--- src/hdl/ihp_pkg.sv ---
// shared constants and types of the indirect host bus port
// assumes one 10 MHz system clock and an asynchronous active high reset
package ihp_pkg;

  localparam int CLK_HZ = 10000000;
  localparam int SYNC_STAGES = 2;
  localparam int FIFO_DEPTH = 4;

  // shared data bus field layout in a 16-bit command cycle
  localparam int CMD_ADDR_LSB = 2;
  localparam int CMD_ADDR_MSB = 10;
  localparam int CMD_LANE_LSB = 12;
  localparam int CMD_LANE_MSB = 15;
  // 8-bit second command write carries address bits 10:8 on lines 2:0
  localparam int CMD8_HI_MSB = 2;

  // word index of the receive frame pointer register and its endian bit
  localparam logic [8:0] FRAME_PTR_ADDR = 9'h000;
  localparam int ENDIAN_BIT = 11;

  localparam logic [1:0] STRAP_DELAY = 2'h2;

  typedef struct packed {
    logic [8:0] addr;
    logic [3:0] lanes;
    logic [1:0] byte_sel;
  } ihp_cmd_t;

  typedef struct packed {
    logic [8:0] addr;
    logic [3:0] lanes;
    logic [31:0] data;
  } ihp_req_t;

  localparam int REQ_W = $bits(ihp_req_t);

  typedef enum logic [1:0] {
    IHP_IDLE = 2'h0,
    IHP_DRAIN = 2'h1,
    IHP_FETCH = 2'h3,
    IHP_HOLD = 2'h2
  } ihp_rd_state_t;

  function automatic logic [15:0] ihp_swap16(input logic [15:0] w, input logic big);
    ihp_swap16 = big ? {w[7:0], w[15:8]} : w;
  endfunction : ihp_swap16

  function automatic logic [3:0] ihp_onehot(input logic [1:0] sel);
    ihp_onehot = 4'h1 << sel;
  endfunction : ihp_onehot

endpackage : ihp_pkg

--- src/hdl/ihp_host_port.sv ---
// indirect asynchronous host bus port: fifo and top level
// assumes the host bus pins are asynchronous to sys_clk and held across several clocks,
// and an internal register core that takes writes from the fifo and answers reads in one cycle
//
// Function
// - phase-select low is a data access, high a command access
// - 16-bit command: address 10:2 from lines 10:2, enables from 15:12
// - 8-bit address sent as two command writes, low byte then bits 10:8
// - data uses sixteen lines in 16-bit mode, low eight in 8-bit mode
// - 16-bit bus accepts byte and word transfers, 8-bit bus bytes only
// - bus cycles answered only while chip select is low; no address decode
// - interrupt output driven low while an interrupt is pending
// - read data held valid on the bus until the read strobe rises
// - write data or command captured at write strobe falling edge with chip select
// - endian strap sampled a few clocks after reset release: high little, low big
// - frame pointer bit 11 selects endianness and overrides the strap
// - command read returns last address and enables in 16-bit mode only
// - single and burst transfers work without an external address latch
`timescale 1ns/1ps
`default_nettype none

module ihp_fifo #(
  parameter int WIDTH = 8,
  parameter int DEPTH = 4
) (
  // clock and reset
  input wire logic sys_clk,
  input wire logic rst,
  // fill side
  input wire logic in_valid,
  output logic in_ready,
  input wire logic [WIDTH-1:0] in_data,
  // drain side
  output logic out_valid,
  input wire logic out_ready,
  output logic [WIDTH-1:0] out_data
);
  localparam int AW = $clog2(DEPTH);

  logic [WIDTH-1:0] mem [DEPTH];
  logic [AW-1:0] wr_ptr;
  logic [AW-1:0] rd_ptr;
  logic [AW:0] count;
  logic push;
  logic pop;

  assign in_ready = (count != DEPTH[AW:0]);
  assign out_valid = (count != '0);
  assign out_data = mem[rd_ptr];
  assign push = in_valid && in_ready;
  assign pop = out_valid && out_ready;

  always_ff @(posedge sys_clk) begin
    if (push) begin
      mem[wr_ptr] <= in_data;
    end
  end

  always_ff @(posedge sys_clk or posedge rst) begin
    if (rst) begin
      wr_ptr <= '0;
      rd_ptr <= '0;
      count <= '0;
    end else begin
      if (push) begin
        wr_ptr <= (wr_ptr == AW'(DEPTH - 1)) ? '0 : wr_ptr + 1'b1;
      end
      if (pop) begin
        rd_ptr <= (rd_ptr == AW'(DEPTH - 1)) ? '0 : rd_ptr + 1'b1;
      end
      if (push && !pop) begin
        count <= count + 1'b1;
      end else if (pop && !push) begin
        count <= count - 1'b1;
      end
    end
  end
endmodule : ihp_fifo

module ihp_host_port import ihp_pkg::*; #(
  parameter logic [8:0] FRAME_PTR = FRAME_PTR_ADDR,
  parameter int DEPTH = FIFO_DEPTH
) (
  // clock and reset
  input wire logic sys_clk,
  input wire logic rst,
  // host bus pins
  input wire logic chip_select_n,
  input wire logic read_strobe_n,
  input wire logic write_strobe_n,
  input wire logic phase_select,
  input wire logic [15:0] shared_data_bus_in,
  output logic [15:0] shared_data_bus_out,
  output logic shared_data_bus_oe,
  output logic interrupt_out_n,
  // straps and configuration
  input wire logic endian_strap_pin,
  input wire logic bus_width_16,
  // register core write side
  output logic core_wr_valid,
  input wire logic core_wr_ready,
  output ihp_req_t core_wr_req,
  // register core read side
  output logic core_rd_req,
  output ihp_cmd_t core_rd_cmd,
  input wire logic [31:0] core_rd_data,
  // interrupt and status
  input wire logic irq_pending,
  output logic endian_big,
  output ihp_cmd_t cmd_latched,
  output logic wr_overflow,
  input wire logic wr_overflow_clr
);

  // pins pass two flip-flops before any logic looks at them
  logic [4:0] ctl_meta;
  logic [4:0] ctl_sync;
  logic [15:0] bus_meta;
  logic [15:0] bus_sync;
  logic wr_prev;
  logic rd_prev;
  logic [1:0] strap_cnt;
  logic strap_done;
  logic cs_s;
  logic rd_s;
  logic wr_s;
  logic cmd_s;
  logic strap_s;
  logic wr_fall;
  logic rd_fall;
  logic cmd_second;
  logic fifo_in_valid;
  logic fifo_in_ready;
  logic fifo_empty_n;
  ihp_req_t next_req;
  ihp_rd_state_t rd_state;
  logic [15:0] rd_hold;
  logic [15:0] half;

  always_ff @(posedge sys_clk or posedge rst) begin
    if (rst) begin
      ctl_meta <= 5'h1F;
      ctl_sync <= 5'h1F;
      bus_meta <= 16'h0000;
      bus_sync <= 16'h0000;
    end else begin
      ctl_meta <= {endian_strap_pin, phase_select, write_strobe_n, read_strobe_n, chip_select_n};
      ctl_sync <= ctl_meta;
      bus_meta <= shared_data_bus_in;
      bus_sync <= bus_meta;
    end
  end

  assign cs_s = !ctl_sync[0];
  assign rd_s = !ctl_sync[1];
  assign wr_s = !ctl_sync[2];
  assign cmd_s = ctl_sync[3];
  assign strap_s = ctl_sync[4];

  always_ff @(posedge sys_clk or posedge rst) begin
    if (rst) begin
      wr_prev <= 1'b0;
      rd_prev <= 1'b0;
    end else begin
      wr_prev <= wr_s;
      rd_prev <= rd_s;
    end
  end

  // strobes count only while chip select is low
  assign wr_fall = wr_s && !wr_prev && cs_s;
  assign rd_fall = rd_s && !rd_prev && cs_s;

  // command latch, held until the next command write so bursts hit one register
  always_ff @(posedge sys_clk or posedge rst) begin
    if (rst) begin
      cmd_latched <= '0;
      cmd_second <= 1'b0;
    end else if (wr_fall && cmd_s) begin
      if (bus_width_16) begin
        cmd_latched.addr <= bus_sync[CMD_ADDR_MSB:CMD_ADDR_LSB];
        cmd_latched.lanes <= bus_sync[CMD_LANE_MSB:CMD_LANE_LSB];
        cmd_latched.byte_sel <= 2'h0;
        cmd_second <= 1'b0;
      end else if (!cmd_second) begin
        cmd_latched.addr[5:0] <= bus_sync[7:2];
        cmd_latched.byte_sel <= bus_sync[1:0];
        cmd_latched.lanes <= ihp_onehot(bus_sync[1:0]);
        cmd_second <= 1'b1;
      end else begin
        cmd_latched.addr[8:6] <= bus_sync[CMD8_HI_MSB:0];
        cmd_second <= 1'b0;
      end
    end
  end

  // data write request; 8-bit data is replicated so the lane enable picks the byte
  always_comb begin
    next_req.addr = cmd_latched.addr;
    next_req.lanes = cmd_latched.lanes;
    if (bus_width_16) begin
      next_req.data = {2{ihp_swap16(bus_sync, endian_big)}};
    end else begin
      next_req.data = {4{bus_sync[7:0]}};
    end
  end

  // the async host cannot be stalled, so a write into a full fifo is dropped and flagged
  assign fifo_in_valid = wr_fall && !cmd_s;

  ihp_fifo #(
    .WIDTH(REQ_W),
    .DEPTH(DEPTH)
  ) u_fifo (
    .sys_clk(sys_clk),
    .rst(rst),
    .in_valid(fifo_in_valid),
    .in_ready(fifo_in_ready),
    .in_data(next_req),
    .out_valid(fifo_empty_n),
    .out_ready(core_wr_ready),
    .out_data(core_wr_req)
  );

  assign core_wr_valid = fifo_empty_n;

  always_ff @(posedge sys_clk or posedge rst) begin
    if (rst) begin
      wr_overflow <= 1'b0;
    end else if (fifo_in_valid && !fifo_in_ready) begin
      wr_overflow <= 1'b1;
    end else if (wr_overflow_clr) begin
      wr_overflow <= 1'b0;
    end
  end

  // endian: strap caught after release, a frame pointer write overrides it
  always_ff @(posedge sys_clk or posedge rst) begin
    if (rst) begin
      strap_cnt <= 2'h0;
      strap_done <= 1'b0;
      endian_big <= 1'b0;
    end else if (!strap_done) begin
      if (strap_cnt == STRAP_DELAY) begin
        endian_big <= !strap_s;
        strap_done <= 1'b1;
      end else begin
        strap_cnt <= strap_cnt + 2'h1;
      end
    end else if (fifo_in_valid && fifo_in_ready && next_req.addr == FRAME_PTR && next_req.lanes[1]) begin
      endian_big <= next_req.data[ENDIAN_BIT];
    end
  end

  // reads wait for pending writes so they see the newest register value
  always_ff @(posedge sys_clk or posedge rst) begin
    if (rst) begin
      rd_state <= IHP_IDLE;
      rd_hold <= 16'h0000;
      core_rd_req <= 1'b0;
      core_rd_cmd <= '0;
    end else begin
      core_rd_req <= 1'b0;
      case (rd_state)
        IHP_IDLE: begin
          if (rd_fall && cmd_s) begin
            rd_hold <= bus_width_16 ? {cmd_latched.lanes, 1'b0, cmd_latched.addr, 2'h0} : 16'h0000;
            rd_state <= IHP_HOLD;
          end else if (rd_fall) begin
            rd_state <= IHP_DRAIN;
          end
        end
        IHP_DRAIN: begin
          if (!rd_s) begin
            rd_state <= IHP_IDLE;
          end else if (!fifo_empty_n) begin
            core_rd_req <= 1'b1;
            core_rd_cmd <= cmd_latched;
            rd_state <= IHP_FETCH;
          end
        end
        IHP_FETCH: begin
          rd_hold <= half;
          rd_state <= IHP_HOLD;
        end
        IHP_HOLD: begin
          // level, not edge: a strobe released during the fetch must not strand the state
          if (!rd_s) begin
            rd_state <= IHP_IDLE;
          end
        end
        default: begin
          rd_state <= IHP_IDLE;
        end
      endcase
    end
  end

  always_comb begin
    if (bus_width_16) begin
      half = ihp_swap16((core_rd_cmd.lanes[1:0] != 2'h0) ? core_rd_data[15:0] : core_rd_data[31:16], endian_big);
    end else begin
      half = {8'h00, core_rd_data[8*core_rd_cmd.byte_sel +: 8]};
    end
  end

  // bus driven from the held register until the read strobe rises
  assign shared_data_bus_out = rd_hold;
  assign shared_data_bus_oe = cs_s && rd_s && (rd_state == IHP_HOLD);

  always_ff @(posedge sys_clk or posedge rst) begin
    if (rst) begin
      interrupt_out_n <= 1'b1;
    end else begin
      interrupt_out_n <= !irq_pending;
    end
  end

endmodule : ihp_host_port

`default_nettype wire

--- config.mk ---
export PLATFORM = sky130hd
export DESIGN_NAME = ihp_host_port
export DESIGN_NICKNAME = d
export VERILOG_FILES = /design/src/hdl/ihp_pkg.sv /design/src/hdl/ihp_host_port.sv
export SDC_FILE = /design/constraint.sdc
export NUM_CORES = 1
export LEC_CHECK = 0
export BUFFER_PORTS_ARGS = -buffer_cell sky130_fd_sc_hd__buf_2
export CAP_MARGIN = 20
export CORE_MARGIN = 2
export CORE_UTILIZATION = 55
export CTS_CLUSTER_DIAMETER = 150
export DETAILED_ROUTE_END_ITERATION = 7
export GPL_TIMING_DRIVEN = 0
export PLACE_DENSITY = 0.78
export SLEW_MARGIN = 20
export SYNTH_ARGS = -nofsm -noshare
export SYNTH_HDL_FRONTEND = slang
export SYNTH_SLANG_ARGS = --single-unit
export TNS_END_PERCENT = 30
--- constraint.sdc ---
create_clock -name sys_clk -period 4.6 [get_ports sys_clk]
set_input_delay 0.92 -clock sys_clk [delete_from_list [all_inputs] [get_ports sys_clk]]
set_output_delay 0.92 -clock sys_clk [all_outputs]
set_load 0.005 [all_outputs]
==> results.env <==
CTS.HTREE.LEVELS=1
VIA_COUNT=5588
PATH_CLK_SLEW_NS=0.06
AVG_CELL_AREA_SYN_UM2=16.9
GRT_ANTENNA_BEFORE_REPAIR=0
WORST_SKEW_PAIR.LATE_LATENCY_NS=0.49
SEQUENTIALPOWERSHARE_PCT=44.2
FINAL_NON_FILLER_CELL_AREA_UM2=11100
DPL_CELL_AREA_UM2=10400
FIRST_GLOBAL_VIAS=5827
NUM_CLOCK_SINKS=223
FINAL_UTIL_PCT=67.2
PLACE_HPWL_UM=14300
SYNTH_TOP_CELLS_BY_AREA='edfxtp_1 (38%), dfrtp_1 (26%), mux4_2 (11%)'
TIMING.FINAL.CRIT_PERIOD_NS=3.11
CRITICAL_PATH.MAX_FANOUT=10
DIE_W_UM=133
SYNTHCELLS=544
FINAL.SETUP.WORST_SLACK_NS=1.49
YOSYS_WARNS=0
SYNTHESIS_STAGE_REGISTER_BIT_COUNT=223
GRT_FIRST_PASS_WIRELENGTH_UM=32100
CORE_AREA_UM2=16500
SEQCELLAREA_UM2=6170
SYNTH_TOP_CELL_AREA_SHARE_PCT=37.9
DETAIL-ROUTE-ANTENNA-NETS=0
CLOCK-ROOT-BUFFER='clkbuf_16'
RSZ0062_AT_GRT='no'
WORSTPATHARRIVAL_NS=2.19
OUTCOME='complete, no violations'
SYNTH.DISTINCT_CELLS=48
LEAKAGEPOWER_nW=4.63
POST_SYNTH_INSTANCE_AREA_UM2=9190
IOPINCOUNT=156
PEAKVDDDROP_V=0.000312
DATA_REQUIRED_TIME_OF_THE_CRITICAL_PATH_NS=3.68
CLOCK_PATH_BUFFERS=3
TOP_CELL_TYPE_BY_TOTAL_AREA_AFTER_SYNTHESIS='edfxtp_1'
FLOORPLAN.DIE_AREA_UM2=17800
CRIT_PATH_START_KIND='register'
CTSRESIZECOUNT=0
REPORT.FINAL.SETUP_VIOL=0
DRC=0
IO_PORT_BUFS=155
SLEW_HEADROOM_PCT=42.6
HOLD_BUFFERS_POST_CTS=0
DETAIL_ROUTE.VIAS_PER_CELL=5.80
P_PER_AREA_nW_PER_UM2=522
MAX_CLOCK_FREQ_MHz=322
ANTENNA_DIODE_INSTANCE_COUNT=0
CTS-BUFFERS-INSERTED=22
TIMING_WORST_SLEW_PIN_VALUE_NS=0.861
AREA_DELTA_SYNTH_FINAL_PCT=20.5
P_SW_W=0.00161
HOLD_VIOLATIONS=0
CELL_INTERNAL_PWR_W=0.00417
CLOCK_TREE_FROM_TRITONCTS='built'
NFILLCELLS=1116
CTS.REPAIR_TIMING.SETUP_BUFFER_COUNT=0
DRT_PASS1_ITERATIONS=5
ROUTABILITYCONGESTION=0.891
GRT_USE_MET1_PCT=31.4
TOTALWIRELENGTH_UM=21100
FINAL_GLOBAL_ROUTE_OVERFLOW_TOTAL=0
TIMING.MAX_CAP.VIOLATIONS=0
ASYNC_RESET_FF_SHARE_PCT=48.0
SETUP.WORST_PATH.CLASS='reg2out'
INITIAL_UTILIZATION_PCT=55.8
SYN_NETS=611
GRTUSAGEMET3_PCT=4.53
PLACEMENT_ROWS=47
POST-PLACE-WS_NS=1.96
CHIPHEIGHT_UM=133
R2R_SETUP_SLACK_NS=2.14
SHARE_CLK_OF_TOTAL_POWER_PCT=29.9
POWER_SWITCHING_SHARE_PCT=27.8
HOLDCRITPATHCLASS='reg2reg'
FIN_SKEW_NS=0.0115
LARGEST_NET_DEGREE_AT_THE_START_OF_GLOBAL_ROUTING=69
SHARE_COMB_OF_TOTAL_POWER_PCT=25.9
FIN_CELLS=964
TOP_USAGE_LAYER='met2'
POST_ROUTE_CELLS_DRIVE_ABOVE_1_SHARE_PCT=45.3
SYNTH_EDF_COUNT=116
FINALPOWER_W=0.00578
END_KIND='output pin'
OVERALL_FRACTION_OF_GLOBAL_ROUTE_TRACKS_IN_USE_PCT=23.9
SYNTH-MAIN-FF-CELL='edfxtp_1'
FINAL_NET_COUNT=795
DRT_ITER0_DRC=451
TIMING.FINAL.MAX_SLEW_VIOLATIONS=0
PLACED_CELLS_INCL_TAPS=924
ROUTE.DETAILED.WL_PER_INST_UM=21.9
AREA_OF_COMBINATIONAL_CELLS_WITH_MULTIPLE_INPUTS_UM2=2630
SYNTH_SEQ_AREA_SHARE_PCT=67.2
GRTUSAGEMET2_PCT=40.2
FINALCRITPERIODSHARE_PCT=67.6
## sequential cells by signal, summed over array words and instances, names as in the netlist, 2 cells and up
signal and cells:
u_fifo.wr_ptr 2, core_rd_cmd 15, strap_cnt 2, u_fifo.rd_ptr 2, ctl_sync 5, u_fifo.mem 116, rd_state 2, cmd_latched 15
bus_sync 16, bus_meta 16, u_fifo.count 3, ctl_meta 5, shared_data_bus_out 16
## area by class of cell
type / instances / area share [%]
buffer: 53 / 2.96
clock buffer: 36 / 6.22
clock inverter: 4 / 0.215
inverter: 16 / 0.588
multi-input combinational: 252 / 23.7
sequential: 223 / 55.8
tap: 220 / 2.49
timing repair buffer: 160 / 7.98
## power groups by stage
stage	sequential [W]	combinational, W	clock, W
final	0.00255	0.00150	0.00173
after global routing	0.00257	0.00162	0.00183
after CTS	0.00255	0.00152	0.00175
after detailed placement	0.00258	0.00150	0
after global placement	0.00257	0.00145	0
after floorplan	0.00250	0.000958	0
## worst max-delay path: stages, from the launching register on
cell	delay, ns
dfrtp_1	0.38
clkbuf_1	0.60
mux4_2	0.45
buf_4	0.15
buf_2	0.11
## final timing paths
check / start / to / cells past startpoint
hold reg to reg: bus_meta[0] / bus_sync[0] / 0
setup reg to reg: ctl_sync[0] / u_fifo.count[2] / 8
min in group asynchronous: rst / shared_data_bus_out[8] / 2
hold / removal: bus_meta[0] / bus_sync[0] / 0
setup / recovery: u_fifo.rd_ptr[1] / core_wr_req[26] / 4
max in group asynchronous: rst / ctl_sync[4] / 3
## per-stage QoR
step / setup TNS [ns] / hold WS (ns)
global placement: -22.11 / 0.336
finish: 0 / 0.348
detailed placement: 0 / 0.336
global route: 0 / 0.350
CTS: 0 / 0.349
floorplan: 0 / 0.331
## metal layers
layer,part of all wire (%),vias to the layer above,routed length (µm)
li1,-,2438,-
met1,39,2782,8300
met2,49,315,10300
met3,8.6,53,1820
met4,3.1,0,661
met5,0,-,0
## kinds of logic after synthesis
kind of cell	share of synthesized area [%]
mux	17.7
simple gates	3.94
xor+xnor	0.381
buf+inv	4.22
flops	67.2
fa+ha+maj	1.17
compound gates	5.41
## Yosys cell counts, types with 2 or more instances
library cell / number
mux2i_1: 9
buf_2: 10
a22oi_1: 7
o221ai_1: 5
o21ai_1: 3
ha_1: 7
xnor2_1: 2
nor3_1: 4
a21o_1: 2
a21oi_1: 10
nand2_1: 28
o22ai_1: 8
a32oi_1: 4
mux4_2: 44
a221oi_1: 3
nor2_1: 10
dfstp_2: 11
mux2_1: 13
inv_1: 15
nand3_1: 5
and2_1: 6
xor2_1: 2
o2bb2ai_1: 9
buf_4: 31
edfxtp_1: 116
o21ai_0: 14
mux2_2: 35
dfrtp_1: 96
nor4b_2: 2
a22o_1: 3
clkbuf_1: 12
and3_1: 2
## placed cells by master (no fill, tap or decap), types with 11 or more instances in the layout
master / n
inv_1: 14
clkbuf_1: 18
dfrtp_1: 96
dfstp_2: 11
buf_2: 165
o21ai_0: 14
clkbuf_16: 23
buf_4: 31
mux4_2: 44
nand2_1: 28
mux2_2: 35
mux2_1: 13
edfxtp_1: 116
Note: power is estimated with default switching activity, not from simulation.
